File: config.mk
export PLATFORM = sky130hd
export DESIGN_NAME = fcx_ctrl
export DESIGN_NICKNAME = d
export VERILOG_FILES = /design/src/common/fcx_pkg.sv /design/src/core/fcx_ctrl.sv
export SDC_FILE = /design/constraint.sdc
export NUM_CORES = 1
export LEC_CHECK = 0
export BUFFER_PORTS_ARGS = -buffer_cell sky130_fd_sc_hd__clkbuf_2
export CORE_AREA = 2 2 219 221
export DETAILED_ROUTE_END_ITERATION = 10
export DIE_AREA = 0 0 221 223
export HOLD_SLACK_MARGIN = 0.02
export PLACE_DENSITY = 0.79
export SLEW_MARGIN = 30
export SYNTH_ARGS = -nofsm -noshare
export SYNTH_HDL_FRONTEND = slang
export SYNTH_SLANG_ARGS = --single-unit
File: constraint.sdc
create_clock -name clk -period 15.1 [get_ports clk]
set_clock_uncertainty 0.15 [all_clocks]
set_input_delay 2.265 -clock clk [delete_from_list [all_inputs] [get_ports clk]]
set_output_delay 2.265 -clock clk [all_outputs]
set_load 0.05 [all_outputs]
File: src/common/fcx_pkg.sv
package fcx_pkg;
    localparam logic [7:0] OP_CRC_ACT = 8'h9b;
    localparam logic [7:0] OP_CRC_SUB = 8'h27;
    localparam logic [7:0] OP_CRC_RNG = 8'hfe;
    localparam logic [7:0] OP_READ    = 8'h03;
    localparam logic [7:0] OP_FAST    = 8'h0b;
    localparam logic [7:0] OP_RDSR    = 8'h05;
    localparam logic [7:0] OP_PROG    = 8'h02;
    localparam logic [7:0] OP_ERASE   = 8'hd8;
    localparam logic [7:0] OP_WRSR    = 8'h01;
    localparam logic [7:0] OP_WREN    = 8'h06;
    localparam logic [7:0] OP_SUSP    = 8'h75;
    localparam logic [63:0] CRC_POLY_REFL = 64'hc96c5795d7870f42;
    localparam logic [4:0] CRC_LAST_BYTE  = 5'h13;
    localparam logic [4:0] CRC_START_BYTE = 5'h0c;
    localparam logic [4:0] CRC_STOP_BYTE  = 5'h10;
    localparam logic [4:0] CRC_EXP_BYTE   = 5'h04;
    localparam logic [4:0] ADDR_BYTES     = 5'h03;
    localparam logic [3:0] BYTE_BITS      = 4'h8;
    localparam logic [5:0] RESYNC_CLKS [6] = '{6'h07, 6'h09, 6'h0d, 6'h11, 6'h19, 6'h21};
    localparam int          XIP_EN_BIT    = 3;
    localparam int          NV_XIP_LSB    = 9;
    localparam logic [2:0]  NV_XIP_OFF    = 3'h7;
    localparam int          FLAG_CRC_BIT  = 4;
    localparam logic [7:0]  VCR_RST       = 8'hff;
    localparam logic [15:0] NVCR_RST      = 16'hffff;
    localparam logic [7:0]  REG_CTRL      = 8'h00;
    localparam logic [7:0]  REG_VCR       = 8'h04;
    localparam logic [7:0]  REG_NVCR      = 8'h08;
    localparam logic [7:0]  REG_STATUS    = 8'h0c;
    localparam logic [7:0]  REG_FLAG      = 8'h10;
    localparam logic [7:0]  REG_EXP_LO    = 8'h14;
    localparam logic [7:0]  REG_EXP_HI    = 8'h18;
    localparam logic [7:0]  REG_START     = 8'h1c;
    localparam logic [7:0]  REG_STOP      = 8'h20;
    localparam logic [7:0]  REG_RB_LO     = 8'h24;
    localparam logic [7:0]  REG_RB_HI     = 8'h28;
    localparam logic [7:0]  REG_CRC_DATA  = 8'h2c;

    typedef enum logic [1:0] {ST_STANDBY = 2'b00, ST_PGMERS = 2'b01, ST_SSUSP = 2'b10,
                              ST_ESUSP = 2'b11} fcx_dev_state_t;
    typedef enum logic [1:0] {W_X1 = 2'b00, W_X2 = 2'b01, W_X4 = 2'b10, W_RSV = 2'b11} fcx_width_t;
    typedef enum logic [2:0] {PH_IDLE = 3'b000, PH_CMD = 3'b001, PH_ADDR = 3'b010, PH_DUMMY = 3'b011,
                              PH_CRC = 3'b100, PH_IGN = 3'b101} fcx_phase_t;
    typedef enum logic [3:0] {CL_READ = 4'b0000, CL_STAT = 4'b0001, CL_PROG = 4'b0010, CL_ERASE = 4'b0011,
                              CL_NVW = 4'b0100, CL_VW = 4'b0101, CL_SUSP = 4'b0110, CL_CRC = 4'b0111,
                              CL_OTHER = 4'b1000} fcx_class_t;

    typedef struct packed {
        logic        hsel;
        logic [31:0] haddr;
        logic [1:0]  htrans;
        logic        hwrite;
        logic [2:0]  hsize;
        logic [31:0] hwdata;
    } fcx_ahb_req_t;

    typedef struct packed {
        logic        hreadyout;
        logic        hresp;
        logic [31:0] hrdata;
    } fcx_ahb_rsp_t;

    typedef struct packed {
        logic       sclk;
        logic       csN;
        logic [3:0] io;
        logic       rstPinN;
    } fcx_spi_in_t;
endpackage

File: src/core/fcx_ctrl.sv
// Local design decisions: the AHB-Lite slave port and the register addresses.
`timescale 1ns/1ps
`default_nettype none
module fcx_ctrl
    import fcx_pkg::*;
(
    input  wire logic         clk,
    input  wire logic         rst,
    input  wire fcx_ahb_req_t ahbReq,
    output var  fcx_ahb_rsp_t ahbRsp,
    input  wire fcx_spi_in_t  spiIn,
    output var  logic         cmdAccept,
    output var  logic         cmdReject,
    output var  logic         xipActive,
    output var  logic         crcBusy
);
    typedef struct packed {
        logic [2:0]     sckS;
        logic [2:0]     csS;
        logic [2:0]     rpS;
        logic [3:0]     io1;
        logic [3:0]     io2;
        logic           boot;
        fcx_phase_t     phase;
        logic [7:0]     shift;
        logic [3:0]     bitCnt;
        logic [4:0]     byteCnt;
        logic [5:0]     clkCnt;
        logic [7:0]     opcode;
        fcx_class_t     cls;
        logic [23:0]    addr;
        logic           crcOk;
        logic [63:0]    crcExp;
        logic [31:0]    crcStart;
        logic [31:0]    crcStop;
        logic [31:0]    crcLeft;
        logic [63:0]    crcVal;
        logic [63:0]    readback;
        logic           busy;
        logic           flagFail;
        logic           unsure;
        logic [7:0]     vcr;
        logic [15:0]    nvcr;
        fcx_dev_state_t devState;
        fcx_width_t     width;
        logic           rstPinEn;
        logic [7:0]     susSector;
        logic           xip;
        logic [7:0]     accCnt;
        logic [7:0]     rejCnt;
        logic           cmdAccept;
        logic           cmdReject;
        logic           busAct;
        logic           busWrite;
        logic [7:0]     busAddr;
        logic           hreadyout;
        logic [31:0]    hrdata;
    } fcx_state_t;

    fcx_state_t s_q;
    fcx_state_t s_d;
    logic       sckRise;
    logic       csFall;
    logic       csRise;
    logic       rpFall;
    logic       addrTake;

    assign sckRise  = s_q.sckS[1] & ~s_q.sckS[2];
    assign csFall   = ~s_q.csS[1] & s_q.csS[2];
    assign csRise   = s_q.csS[1] & ~s_q.csS[2];
    assign rpFall   = ~s_q.rpS[1] & s_q.rpS[2];
    assign addrTake = ahbReq.hsel & ahbReq.htrans[1] & s_q.hreadyout;

    function automatic fcx_class_t classify(input logic [7:0] op);
        case (op)
            OP_READ, OP_FAST: classify = CL_READ;
            OP_RDSR:          classify = CL_STAT;
            OP_PROG:          classify = CL_PROG;
            OP_ERASE:         classify = CL_ERASE;
            OP_WRSR:          classify = CL_NVW;
            OP_WREN:          classify = CL_VW;
            OP_SUSP:          classify = CL_SUSP;
            OP_CRC_ACT:       classify = CL_CRC;
            default:          classify = CL_OTHER;
        endcase
    endfunction

    function automatic logic allowed(input fcx_class_t c, input fcx_dev_state_t st, input logic same);
        case (c)
            CL_READ:  allowed = st != ST_PGMERS;
            CL_STAT:  allowed = 1'b1;
            CL_PROG:  allowed = st == ST_STANDBY || (st == ST_ESUSP && !same);
            CL_ERASE: allowed = st == ST_STANDBY;
            CL_NVW:   allowed = st == ST_STANDBY;
            CL_VW:    allowed = st != ST_PGMERS;
            CL_SUSP:  allowed = st == ST_PGMERS;
            default:  allowed = st == ST_STANDBY;
        endcase
    endfunction

    function automatic logic [63:0] crcStep(input logic [63:0] crc, input logic [7:0] b);
        logic [63:0] c;
        c = crc ^ {56'h0, b};
        for (int i = 0; i < 8; i++)
        begin
            c = c[0] ? ((c >> 1) ^ CRC_POLY_REFL) : (c >> 1);
        end
        crcStep = c;
    endfunction

    always_comb
    begin
        logic [3:0]  bpc;
        logic [7:0]  nb;
        logic [4:0]  k;
        logic        ok;
        logic        hit;
        logic [63:0] nc;
        bpc = 4'h1;
        nb = '0;
        k = '0;
        ok = 1'b0;
        hit = 1'b0;
        nc = '0;
        s_d = s_q;
        s_d.sckS = {s_q.sckS[1:0], spiIn.sclk};
        s_d.csS = {s_q.csS[1:0], spiIn.csN};
        s_d.rpS = {s_q.rpS[1:0], spiIn.rstPinN};
        s_d.io1 = spiIn.io;
        s_d.io2 = s_q.io1;
        s_d.cmdAccept = 1'b0;
        s_d.cmdReject = 1'b0;
        case (s_q.width)
            W_X2:    begin bpc = 4'h2; nb = {s_q.shift[5:0], s_q.io2[1:0]}; end
            W_X4:    begin bpc = 4'h4; nb = {s_q.shift[3:0], s_q.io2}; end
            default: begin bpc = 4'h1; nb = {s_q.shift[6:0], s_q.io2[0]}; end
        endcase
        if (s_q.boot)
        begin
            s_d.boot = 1'b0;
            s_d.xip = s_q.nvcr[NV_XIP_LSB +: 3] != NV_XIP_OFF;
        end
        if (csFall)
        begin
            s_d.phase = s_q.xip ? PH_ADDR : PH_CMD;
            s_d.opcode = s_q.xip ? OP_FAST : 8'h00;
            s_d.cls = CL_READ;
            s_d.bitCnt = '0;
            s_d.byteCnt = '0;
            s_d.clkCnt = '0;
            s_d.unsure = 1'b0;
        end
        else if (sckRise && !s_q.csS[1] && s_q.phase != PH_IDLE)
        begin
            if (s_q.clkCnt != 6'h3f)
                s_d.clkCnt = s_q.clkCnt + 6'h01;
            if (s_q.phase == PH_DUMMY)
            begin
                // only io0 matters here; io1..io3 are don't care
                if (s_q.xip && s_q.io2[0])
                begin
                    s_d.xip = 1'b0;
                    s_d.vcr[XIP_EN_BIT] = 1'b1;
                end
                else if (!s_q.xip && !s_q.vcr[XIP_EN_BIT] && !s_q.io2[0])
                    s_d.xip = 1'b1;
                s_d.phase = PH_IGN;
            end
            else if (s_q.phase != PH_IGN)
            begin
                s_d.shift = nb;
                s_d.bitCnt = s_q.bitCnt + bpc;
                if (s_q.bitCnt + bpc >= BYTE_BITS)
                begin
                    s_d.bitCnt = '0;
                    k = s_q.byteCnt + 5'h01;
                    if (k != 5'h1f)
                        s_d.byteCnt = k;
                    case (s_q.phase)
                        PH_CMD:
                        begin
                            s_d.opcode = nb;
                            s_d.cls = classify(nb);
                            if (nb == OP_CRC_ACT)
                            begin
                                s_d.phase = PH_CRC;
                                s_d.crcOk = 1'b1;
                            end
                            else if (nb == OP_READ || nb == OP_FAST || nb == OP_PROG || nb == OP_ERASE)
                            begin
                                s_d.phase = PH_ADDR;
                                s_d.byteCnt = '0;
                            end
                            else
                            begin
                                ok = allowed(classify(nb), s_q.devState, 1'b0);
                                s_d.cmdAccept = ok;
                                s_d.cmdReject = !ok;
                                s_d.phase = PH_IGN;
                            end
                        end
                        PH_ADDR:
                        begin
                            s_d.addr = {s_q.addr[15:0], nb};
                            if (k == ADDR_BYTES)
                            begin
                                hit = s_q.devState == ST_ESUSP && s_q.addr[15:8] == s_q.susSector;
                                ok = allowed(s_q.cls, s_q.devState, hit);
                                s_d.unsure = ok && hit && s_q.cls == CL_READ;
                                s_d.cmdAccept = ok;
                                s_d.cmdReject = !ok;
                                s_d.phase = (s_q.opcode == OP_FAST) ? PH_DUMMY : PH_IGN;
                            end
                        end
                        PH_CRC:
                        begin
                            if (k == 5'h02)
                                s_d.crcOk = s_q.crcOk && nb == OP_CRC_SUB;
                            else if (k == 5'h03)
                                s_d.crcOk = s_q.crcOk && nb == OP_CRC_RNG;
                            else if (k >= CRC_EXP_BYTE && k < CRC_START_BYTE)
                                s_d.crcExp = {nb, s_q.crcExp[63:8]};
                            else if (k >= CRC_START_BYTE && k < CRC_STOP_BYTE)
                                s_d.crcStart = {nb, s_q.crcStart[31:8]};
                            else if (k >= CRC_STOP_BYTE && k <= CRC_LAST_BYTE)
                                s_d.crcStop = {nb, s_q.crcStop[31:8]};
                            else
                                s_d.crcOk = 1'b0;
                        end
                        default: s_d.phase = PH_IGN;
                    endcase
                end
            end
        end
        if (csRise)
        begin
            if (s_q.phase == PH_CRC)
            begin
                ok = s_q.crcOk && s_q.byteCnt == CRC_LAST_BYTE && s_q.devState == ST_STANDBY && !s_q.busy;
                s_d.cls = CL_CRC;
                s_d.cmdAccept = ok;
                s_d.cmdReject = !ok;
                if (ok)
                begin
                    s_d.busy = 1'b1;
                    s_d.crcVal = '0;
                    s_d.readback = '0;
                    s_d.crcLeft = s_q.crcStop - s_q.crcStart + 32'h1;
                end
            end
            for (int i = 0; i < 6; i++)
            begin
                if (s_q.xip && s_q.clkCnt == RESYNC_CLKS[i])
                begin
                    s_d.xip = 1'b0;
                    s_d.vcr[XIP_EN_BIT] = 1'b1;
                end
            end
            s_d.phase = PH_IDLE;
        end
        if (rpFall && s_q.rstPinEn && (s_q.width != W_X4 || s_q.csS[1]))
        begin
            s_d.xip = s_q.nvcr[NV_XIP_LSB +: 3] != NV_XIP_OFF;
            s_d.vcr = VCR_RST;
            s_d.readback = '0;
            s_d.phase = PH_IDLE;
        end
        if (s_d.cmdAccept)
            s_d.accCnt = s_q.accCnt + 8'h01;
        if (s_d.cmdReject)
            s_d.rejCnt = s_q.rejCnt + 8'h01;
        if (addrTake)
        begin
            s_d.busAct = 1'b1;
            s_d.busWrite = ahbReq.hwrite;
            s_d.busAddr = ahbReq.haddr[7:0];
            s_d.hreadyout = 1'b0;
        end
        else if (s_q.busAct)
        begin
            s_d.busAct = 1'b0;
            s_d.hreadyout = 1'b1;
            if (s_q.busWrite)
            begin
                case (s_q.busAddr)
                    REG_CTRL:
                    begin
                        s_d.devState = fcx_dev_state_t'(ahbReq.hwdata[1:0]);
                        s_d.width = fcx_width_t'(ahbReq.hwdata[3:2]);
                        s_d.rstPinEn = ahbReq.hwdata[4];
                        s_d.susSector = ahbReq.hwdata[15:8];
                    end
                    REG_VCR:  s_d.vcr = ahbReq.hwdata[7:0] | (s_d.vcr & ~s_q.vcr);
                    REG_NVCR: s_d.nvcr = ahbReq.hwdata[15:0];
                    REG_FLAG:
                        if (ahbReq.hwdata[FLAG_CRC_BIT])
                            s_d.flagFail = 1'b0;
                    REG_CRC_DATA:
                        if (s_q.busy)
                        begin
                            nc = crcStep(s_q.crcVal, ahbReq.hwdata[7:0]);
                            s_d.crcVal = nc;
                            s_d.crcLeft = s_q.crcLeft - 32'h1;
                            if (s_q.crcLeft == 32'h1)
                            begin
                                s_d.busy = 1'b0;
                                s_d.flagFail = nc != s_q.crcExp;
                                if (nc != s_q.crcExp)
                                    s_d.readback = nc;
                            end
                        end
                    default: ;
                endcase
            end
            else
            begin
                case (s_q.busAddr)
                    REG_CTRL:   s_d.hrdata = {16'h0, s_q.susSector, 3'h0, s_q.rstPinEn, s_q.width, s_q.devState};
                    REG_VCR:    s_d.hrdata = {24'h0, s_q.vcr};
                    REG_NVCR:   s_d.hrdata = {16'h0, s_q.nvcr};
                    REG_STATUS: s_d.hrdata = {s_q.rejCnt, s_q.accCnt, s_q.opcode, 4'h0, s_q.unsure,
                                              s_q.flagFail, s_q.busy, s_q.xip};
                    REG_FLAG:   s_d.hrdata = {27'h0, s_q.flagFail, 4'h0};
                    REG_EXP_LO: s_d.hrdata = s_q.crcExp[31:0];
                    REG_EXP_HI: s_d.hrdata = s_q.crcExp[63:32];
                    REG_START:  s_d.hrdata = s_q.crcStart;
                    REG_STOP:   s_d.hrdata = s_q.crcStop;
                    REG_RB_LO:  s_d.hrdata = s_q.readback[31:0];
                    REG_RB_HI:  s_d.hrdata = s_q.readback[63:32];
                    default:    s_d.hrdata = 32'h0;
                endcase
            end
        end
    end

    always_ff @(posedge clk or posedge rst)
    begin
        if (rst)
        begin
            s_q <= '0;
            s_q.csS <= 3'h7;
            s_q.rpS <= 3'h7;
            s_q.boot <= 1'b1;
            s_q.vcr <= VCR_RST;
            s_q.nvcr <= NVCR_RST;
            s_q.hreadyout <= 1'b1;
        end
        else
            s_q <= s_d;
    end

    assign ahbRsp = '{hreadyout: s_q.hreadyout, hresp: 1'b0, hrdata: s_q.hrdata};
    assign cmdAccept = s_q.cmdAccept;
    assign cmdReject = s_q.cmdReject;
    assign xipActive = s_q.xip;
    assign crcBusy = s_q.busy;
endmodule
`default_nettype wire

==> results of run 1 <==
[stage by stage]
step,utilization (%),setup WS [ps],power [W],hold WS (ps),instance area [µm²]
floorplan,-,6460,0.00212,181,26600
finish,61.6,8540,0.00376,196,29100
CTS,61.6,8610,0.00373,198,29000
detailed placement,57.9,8010,0.00243,185,27300
global route,61.6,8450,0.00388,205,29100
global placement,57.8,8060,0.00240,182,27300
[flip-flops by register name, indices dropped and copies added, names as in the netlist]
register	flops
ahbRsp	33
cmdAccept	1
cmdReject	1
crcBusy	1
s_d	10
s_q	415
xipActive	1
[worst min-delay path by stage]
stage                     cells past startpoint            endpoint          startpoint  slack, ps
after global placement                        0  s_q[455]$_DFF_PP0_  s_d[455]$_DFF_PP0_        180
after global routing                          0  s_d[470]$_DFF_PP0_  s_d[469]$_DFF_PP0_        210
after CTS                                     0  s_q[456]$_DFF_PP0_  s_d[456]$_DFF_PP0_        200
final                                         0  s_q[456]$_DFF_PP0_  s_d[456]$_DFF_PP0_        200
after detailed placement                      0  s_q[456]$_DFF_PP0_  s_d[456]$_DFF_PP0_        180
after floorplan                               0  s_d[470]$_DFF_PP0_  s_d[469]$_DFF_PP0_        180
[critical path, cell delays in order]
cell and delay, ps:
clkbuf_2 240, xnor2_4 210, buf_4 260, xnor2_2 610, xnor2_1 250, xnor2_1 670
xnor2_1 200, or4_1 470, nor4b_1 380, nand4_1 250, o21ai_4 200, buf_4 550
mux2i_1 310
[cells by family after synthesis]
group,after synthesis,share of synthesized area (%)
mux,155,6.24
flops,462,43.7
xor+xnor,288,11.6
compound gates,639,15.8
other cells,1,0.0141
fa+ha+maj,83,3.96
simple gates,835,14.3
buf+inv,261,4.47
[metal layers]
layer | global-route usage [%] | part of all wire, % | up-vias
met3 | 8.46 | 12 | 318
met5 | 0 | 0.063 | -
met1 | 46.5 | 39 | 11000
met4 | 17.0 | 6.0 | 8
met2 | 52.2 | 44 | 1446
li1 | - | - | 9676
[power groups by stage]
stage / Clock, W / Combinational (W) / Sequential, W
2_1_floorplan: 0 / 0.000641 / 0.00147
3_3_place_gp: 0 / 0.000886 / 0.00151
3_5_place_dp: 0 / 0.000908 / 0.00152
4_1_cts: 0.00131 / 0.000916 / 0.00151
5_1_grt: 0.00137 / 0.000997 / 0.00152
6_report: 0.00130 / 0.000944 / 0.00152
[area by class of cell]
type / count / area, µm²
clock buffers: 72 / 1460
multi-input cells: 2002 / 13900
diodes: 1 / 2.50
repair buffers: 122 / 777
inverters: 80 / 304
flip-flops and latches: 462 / 11600
well taps: 615 / 769
fillers: 3801 / 18100
clock inverters: 21 / 283
[synth_stat cells, types with 6 or more instances]
cell type,instances
xor2_1,70
a41oi_1,8
buf_2,7
nand4_1,26
ha_1,81
buf_1,13
mux2i_1,78
a211oi_1,8
dfrtp_1,430
or4_1,7
nor3b_1,10
nor4_1,17
nor2_1,123
xnor2_2,8
and3_1,15
a22oi_1,83
a21oi_1,87
o21ai_0,219
dfstp_2,32
clkbuf_1,119
nor4b_1,10
a221o_1,6
buf_4,36
nand2_1,408
mux2_2,76
xnor3_1,23
and2_1,9
a21o_1,43
o21a_1,15
nand3_1,102
o211ai_1,13
a221oi_1,23
a22o_1,9
nand2b_1,16
or3_1,19
o31ai_1,9
nor3_1,47
xnor2_1,176
a222oi_1,25
inv_1,80
a31oi_1,29
==> metrics, run 1 <==
status finished, final reports clean; Setup crit end s_q[165]$_DFF_PP0_; Slew Limit Fails 0; CTS resizes 0; initial antenna violation count 5; Worst-Skew Late Latency 610 ps; normalized max-slew margin 28.1%; CTS tree done; average cell area after synthesis 9.75 µm²; Arr. time, crit path 6920 ps; R2R Path Start s_q[170]$_DFF_PP0_; clock tree root buffer cell clkbuf_16; drt pass-1 iters 10; Leak 13.6 nW; Comb pwr share 25.1%; Worst Path Required roughly 15000 ps; Final Hold Vio Count 0; most frequent cells in the layout 430 x dfrtp_1, 407 x nand2_1, 219 x o21ai_0, 175 x xnor2_1, 114 x nor2_1; gr usage total 34.5%; Seq/Total Area, Yosys 43.7%; post-synthesis cell count 2724; Final Non-Filler Cells 3375; cts bufs inserted 50; Post-Route Setup TNS 0 ps; number of max-cap violations 0; initial DRC count ~3.2k; number of synthesized flops with an enable pin 0; Power Internal 0.00249 W; Final Setup Violations 0; wirelength, routed approximately 86000 µm; # hold bufs at CTS 0; global-route wire length before repair 130000 µm; CP Capture Type flip-flop; synth warn 0; maximum VDD drop 0.142 mV; R2R Path End s_q[165]$_DFF_PP0_; most common cell after layout, fill and taps aside dfrtp_1; # rows 80; Post-Place Cells 3280; FF-to-FF setup slack between 10000 and 15000 ps; die footprint 49300 µm²; Clk pwr share 34.6%; Net Sw Frac approximately a third; crit path time final 6560 ps; Slew @ Worst Pin 1080 ps; DP Wirelength 61300 µm; Reg power frac about 40%; area grow syn2layout 9.35%; Die Wd 221 µm; vias post-DR around 22k; final net count 2881; Yosys cell types 82; DRC errors left 0; worst-path maximum fanout 34; crit path from ahbReq[4]; post-synth top area share 40.5%; Psw 0.00127 W; largest net degree at the start of global routing 163; FMAX around 150 MHz; H-tree levels 2; CTS Sinks 462; PD cells 129 nW/µm²; startpoint types input pin; ranking of synthesized cells by area dfrtp_1 40%, xnor2_1 5.8%, nand2_1 5.8%; Routed WL per cell 25.6 µm; Vert. Die Dim about 220 µm; vias per cell 6.65; core area ~47000 µm²; total gr overflow 0; Worst Hold Class flip-flop to flip-flop; Placer Congestion ~1.0; #FFs+latches synth 462; Ports approximately 120; fraction of registers with async set/reset 100%; post-synth top area cell dfrtp_1; Synth Flop Type dfrtp_1; # Post-CTS Setup Buffers 0; crit share post-route 43.4%; number of port buffers 72; worst reg-to-reg path cell count 12; vias in the first global route 21.4k; Crit Path Category input pin to flip-flop; initial core utilization 56.4%; fraction of layout cells with a size suffix above 1 13.1%; ANT nets after route 0; clk slew on worst S/H paths 60 ps; unrepaired setup endpoints after global routing false; clock buffer depth 3; Synth Cell Area 26600 µm²
Power figures use the tool's default switching activity.
==> run 2: changes to the inputs <==
Settings changed: ABC_AREA set to 1, CORE_AREA 2 2 219 221 to 2 2 216 218, DIE_AREA 0 0 221 223 to 0 0 218 220, PLACE_DENSITY 0.79 to 0.83.
Clock period 15.1 ns to 6.7 ns, I/O delays scaled along.
==> run 2 against run 1 <==
Net effect: synthesized cell count up 40%; register-to-register slack worse by 8100 ps; critical path depth up 9; clock-buffer cell count up 5; non-clock buffer count down 8; sequential cell count unchanged; utilization up 5.9 points; critical path type unchanged; largest power group is now the clock network.
==> metrics, run 2 <==
R2R Path End s_q[153]$_DFF_PP0_; Ports 118 (unchanged); drt pass-1 iters 6 (-4); most common cell after layout, fill and taps aside nand2_1; Slew Limit Fails 0 (unchanged); final net count 3994 (+39%); post-synth top area share 37.7% (-2.8 points); wirelength, routed 93400 µm (+8.2%); number of max-cap violations 0 (unchanged); Final Hold Vio Count 0 (unchanged); Worst path slowest cell nand2_2; vias post-DR 26.9k (+20%); Finished Cell Area 31000 µm² (+6.6%); hold depth 0 (unchanged); CP Capture Type flip-flop; CTS Sinks 462 (unchanged); total gr overflow 0 (unchanged); Seq/Total Area, Yosys 40.6% (-3.0 points); synth warn 0 (unchanged); post-synth top area cell dfrtp_1; routing usage on met3 12.2% (+3.7 points); Die Wd 218 µm (-1.4%); post-layout util 67.5% (+5.9 points); max reg flops 415 (unchanged); GR Layer Usage met2 58.2% (+6.0 points); vias per cell 6.01 (-9.5%); beginning of the worst hold path s_d[456]$_DFF_PP0_; clock tree root buffer cell clkbuf_16; hold path endpoint s_q[456]$_DFF_PP0_; worst reg-to-reg path cell count 21 (+9); core area 45900 µm² (-2.7%); H-tree levels 2 (unchanged); cts bufs inserted 51 (+2.0%); Post-Place Cells 4383 (+34%); number of port buffers 72 (unchanged); crit path cell chain clkbuf_2 -> inv_2 -> nand2_1 -> nand2_2 -> nand2_1 -> nand2_1 -> inv_2 -> nand3_1 -> nand2_2 -> nand2_1 -> nand2_1 -> nand2_1 -> nand2_1 -> nand3_1 -> nor2_1 -> nand2_1 -> nor2_2 -> nand3_4 -> nand2_8 -> buf_12 -> nand2_2 -> o21ai_2; FF-to-FF setup slack 1950 ps (-8070 ps); Top delay family on crit path simple AND/OR/NAND/NOR gates; unrepaired setup endpoints after global routing false; area grow syn2layout 8.48%; Placed Area 29100 µm² (+6.7%); Yosys cell types 68 (-17%); Crit Path Category input pin to flip-flop; fillers 3909 (+2.8%); number of synthesized flops with an enable pin 0 (unchanged); fraction of registers with async set/reset 100% (unchanged); Buf+Inv Stages, Crit Path 4 (+1); PD cells 210 nW/µm² (+63%); #FFs+latches synth 462 (unchanged); CTS resizes 0 (unchanged); post-synthesis cell count 3827 (+40%); Synth Flop Type dfrtp_1; fraction of layout cells with a size suffix above 1 12.1% (-1.1 points); ranking of synthesized cells by area dfrtp_1 38%, nand2_1 12%, inv_1 7.2%; Placer Congestion 1.11 (+11%); crit path time final 4900 ps; # hold bufs at CTS 0 (unchanged); DRC errors left 0 (unchanged); # Post-CTS Setup Buffers 0 (unchanged); ANT nets after route 0 (unchanged); Final Setup Violations 0 (unchanged); largest net degree at the start of global routing 172 (+5.5%); global routing's busiest layer met2; Worst Hold Class flip-flop to flip-flop; initial DRC count 3826 (+20%); status finished, final reports clean; global-route wire length before repair 141000 µm (+8.4%); top-count cell post-synth nand2_1; clock buffer depth 3 (unchanged); Vert. Die Dim 220 µm (-1.3%); Overall Power 0.00651 W (+73%); vias in the first global route 24.8k (+16%); Worst Path Required 7080 ps (-8390 ps); clk slew on worst S/H paths 60 ps (about the same); Arr. time, crit path 5280 ps (-1640 ps); Final Non-Filler Cells 4482 (+33%); M1 GR Usage 50.7% (+4.2 points); crit-path most repeated cell nand2_1; initial core utilization 62.2% (+5.9 points); R2R Path Start s_q[166]$_DFF_PP0_; Slew @ Worst Pin 1050 ps (-28.8 ps); startpoint types input pin; # rows 79 (-1.3%); Worst-Skew Late Latency 630 ps (+20 ps); average cell area after synthesis 7.46 µm² (-24%); die footprint 48000 µm² (-2.7%); gr usage total 38.9% (+4.4 points); Leak 15.6 nW (+15%); most frequent cells in the layout 893 x nand2_1, 548 x inv_1, 430 x dfrtp_1, 324 x nor2_1, 297 x o21ai_0; normalized max-slew margin 29.7% (+1.6 points); Top reg by flops s_q; Synth Cell Area 28500 µm² (+7.4%); Post-Route Setup TNS 0 ps (unchanged); Routed WL per cell 20.8 µm (-19%); FMAX 204 MHz; worst-path maximum fanout 54 (+59%); crit share post-route between 70 and 80%; most frequent cells after synthesis 896 x nand2_1, 549 x inv_1, 430 x dfrtp_1; initial antenna violation count 3 (-2); CP max stage delay 540 ps (-130 ps); DP Wirelength 67300 µm (+9.9%); CTS tree done; maximum VDD drop 0.233 mV (+64%)
-- run 2: cell families (layout without fill, tap and decap cells) --
kind of cell,count (synthesis),in the layout,synth area share [%]
flops,462,462,40.6
fa+ha+maj,83,83,3.69
buf+inv,736,781,10.9
simple gates,1719,1719,26.1
compound gates,720,720,15.1
mux,23,23,0.899
xor+xnor,83,83,2.67
other cells,1,4,0.0131
-- run 2: through the flow --
step | hold WS (ps) | worst slack (ps)
after global routing | 206 | 1750
after detailed placement | 190 | 1440
after floorplan | 181 | -682
after CTS | 203 | 2010
final | 201 | 1800
after global placement | 182 | 1510
-- run 2: worst max-delay path by stage --
stage / to / startpoint / slack [ps] / depth (start not counted)
after floorplan: ahbRsp[0]$_DFFE_PP0P_ / rst / -680 / 1
after global placement: s_q[129]$_DFF_PP0_ / ahbReq[0] / 1510 / 22
after detailed placement: s_q[153]$_DFF_PP0_ / ahbReq[0] / 1440 / 22
after CTS: s_q[153]$_DFF_PP0_ / ahbReq[0] / 2010 / 22
after global routing: s_q[125]$_DFF_PP0_ / ahbReq[0] / 1750 / 22
final: s_q[153]$_DFF_PP0_ / ahbReq[0] / 1800 / 22
-- run 2: worst reg2reg max path, stage by stage, from the launching register on --
cell and delay [ps]:
dfrtp_1 380, inv_1 70, nand2_1 70, nand2_2 230, nand2_1 180, nand2_1 430
inv_2 280, nand3_1 190, nand2_2 540, nand2_1 150, nand2_1 170, nand2_1 70
nand2_1 70, nand3_1 130, nor2_1 190, nand2_1 110, nor2_2 140, nand3_4 180
nand2_8 450, buf_12 340, nand2_2 90, o21ai_2 70
-- run 2: cell type report --
type                            count  area [µm²]  area share, %
Antenna cell                        2        5.00         0.0162
Tap cell                          607         759           2.45
Timing Repair Buffer              114         778           2.51
Multi-Input combinational cell   2630       13900           44.8
Inverter                          572        2150           6.96
Clock inverter                     18         258          0.832
Clock buffer                       77        1530           4.93
Sequential cell                   462       11600           37.5
-- run 2: layer usage --
metal	part of all wire (%)	up-vias
li1	-	12400
met1	38	12600
met2	43	1670
met3	13	314
met4	5.7	2
met5	0.015	-
-- run 2: where the power goes --
part / leakage (nW) / internal, W / switching [W] / total (W)
Combinational: 8.57 / 0.000157 / 0.000510 / 0.000668
Sequential: 6.14 / 0.00282 / 0.0000210 / 0.00284
Clock: 0.880 / 0.00180 / 0.00121 / 0.00301
Total: 15.6 / 0.00477 / 0.00174 / 0.00651
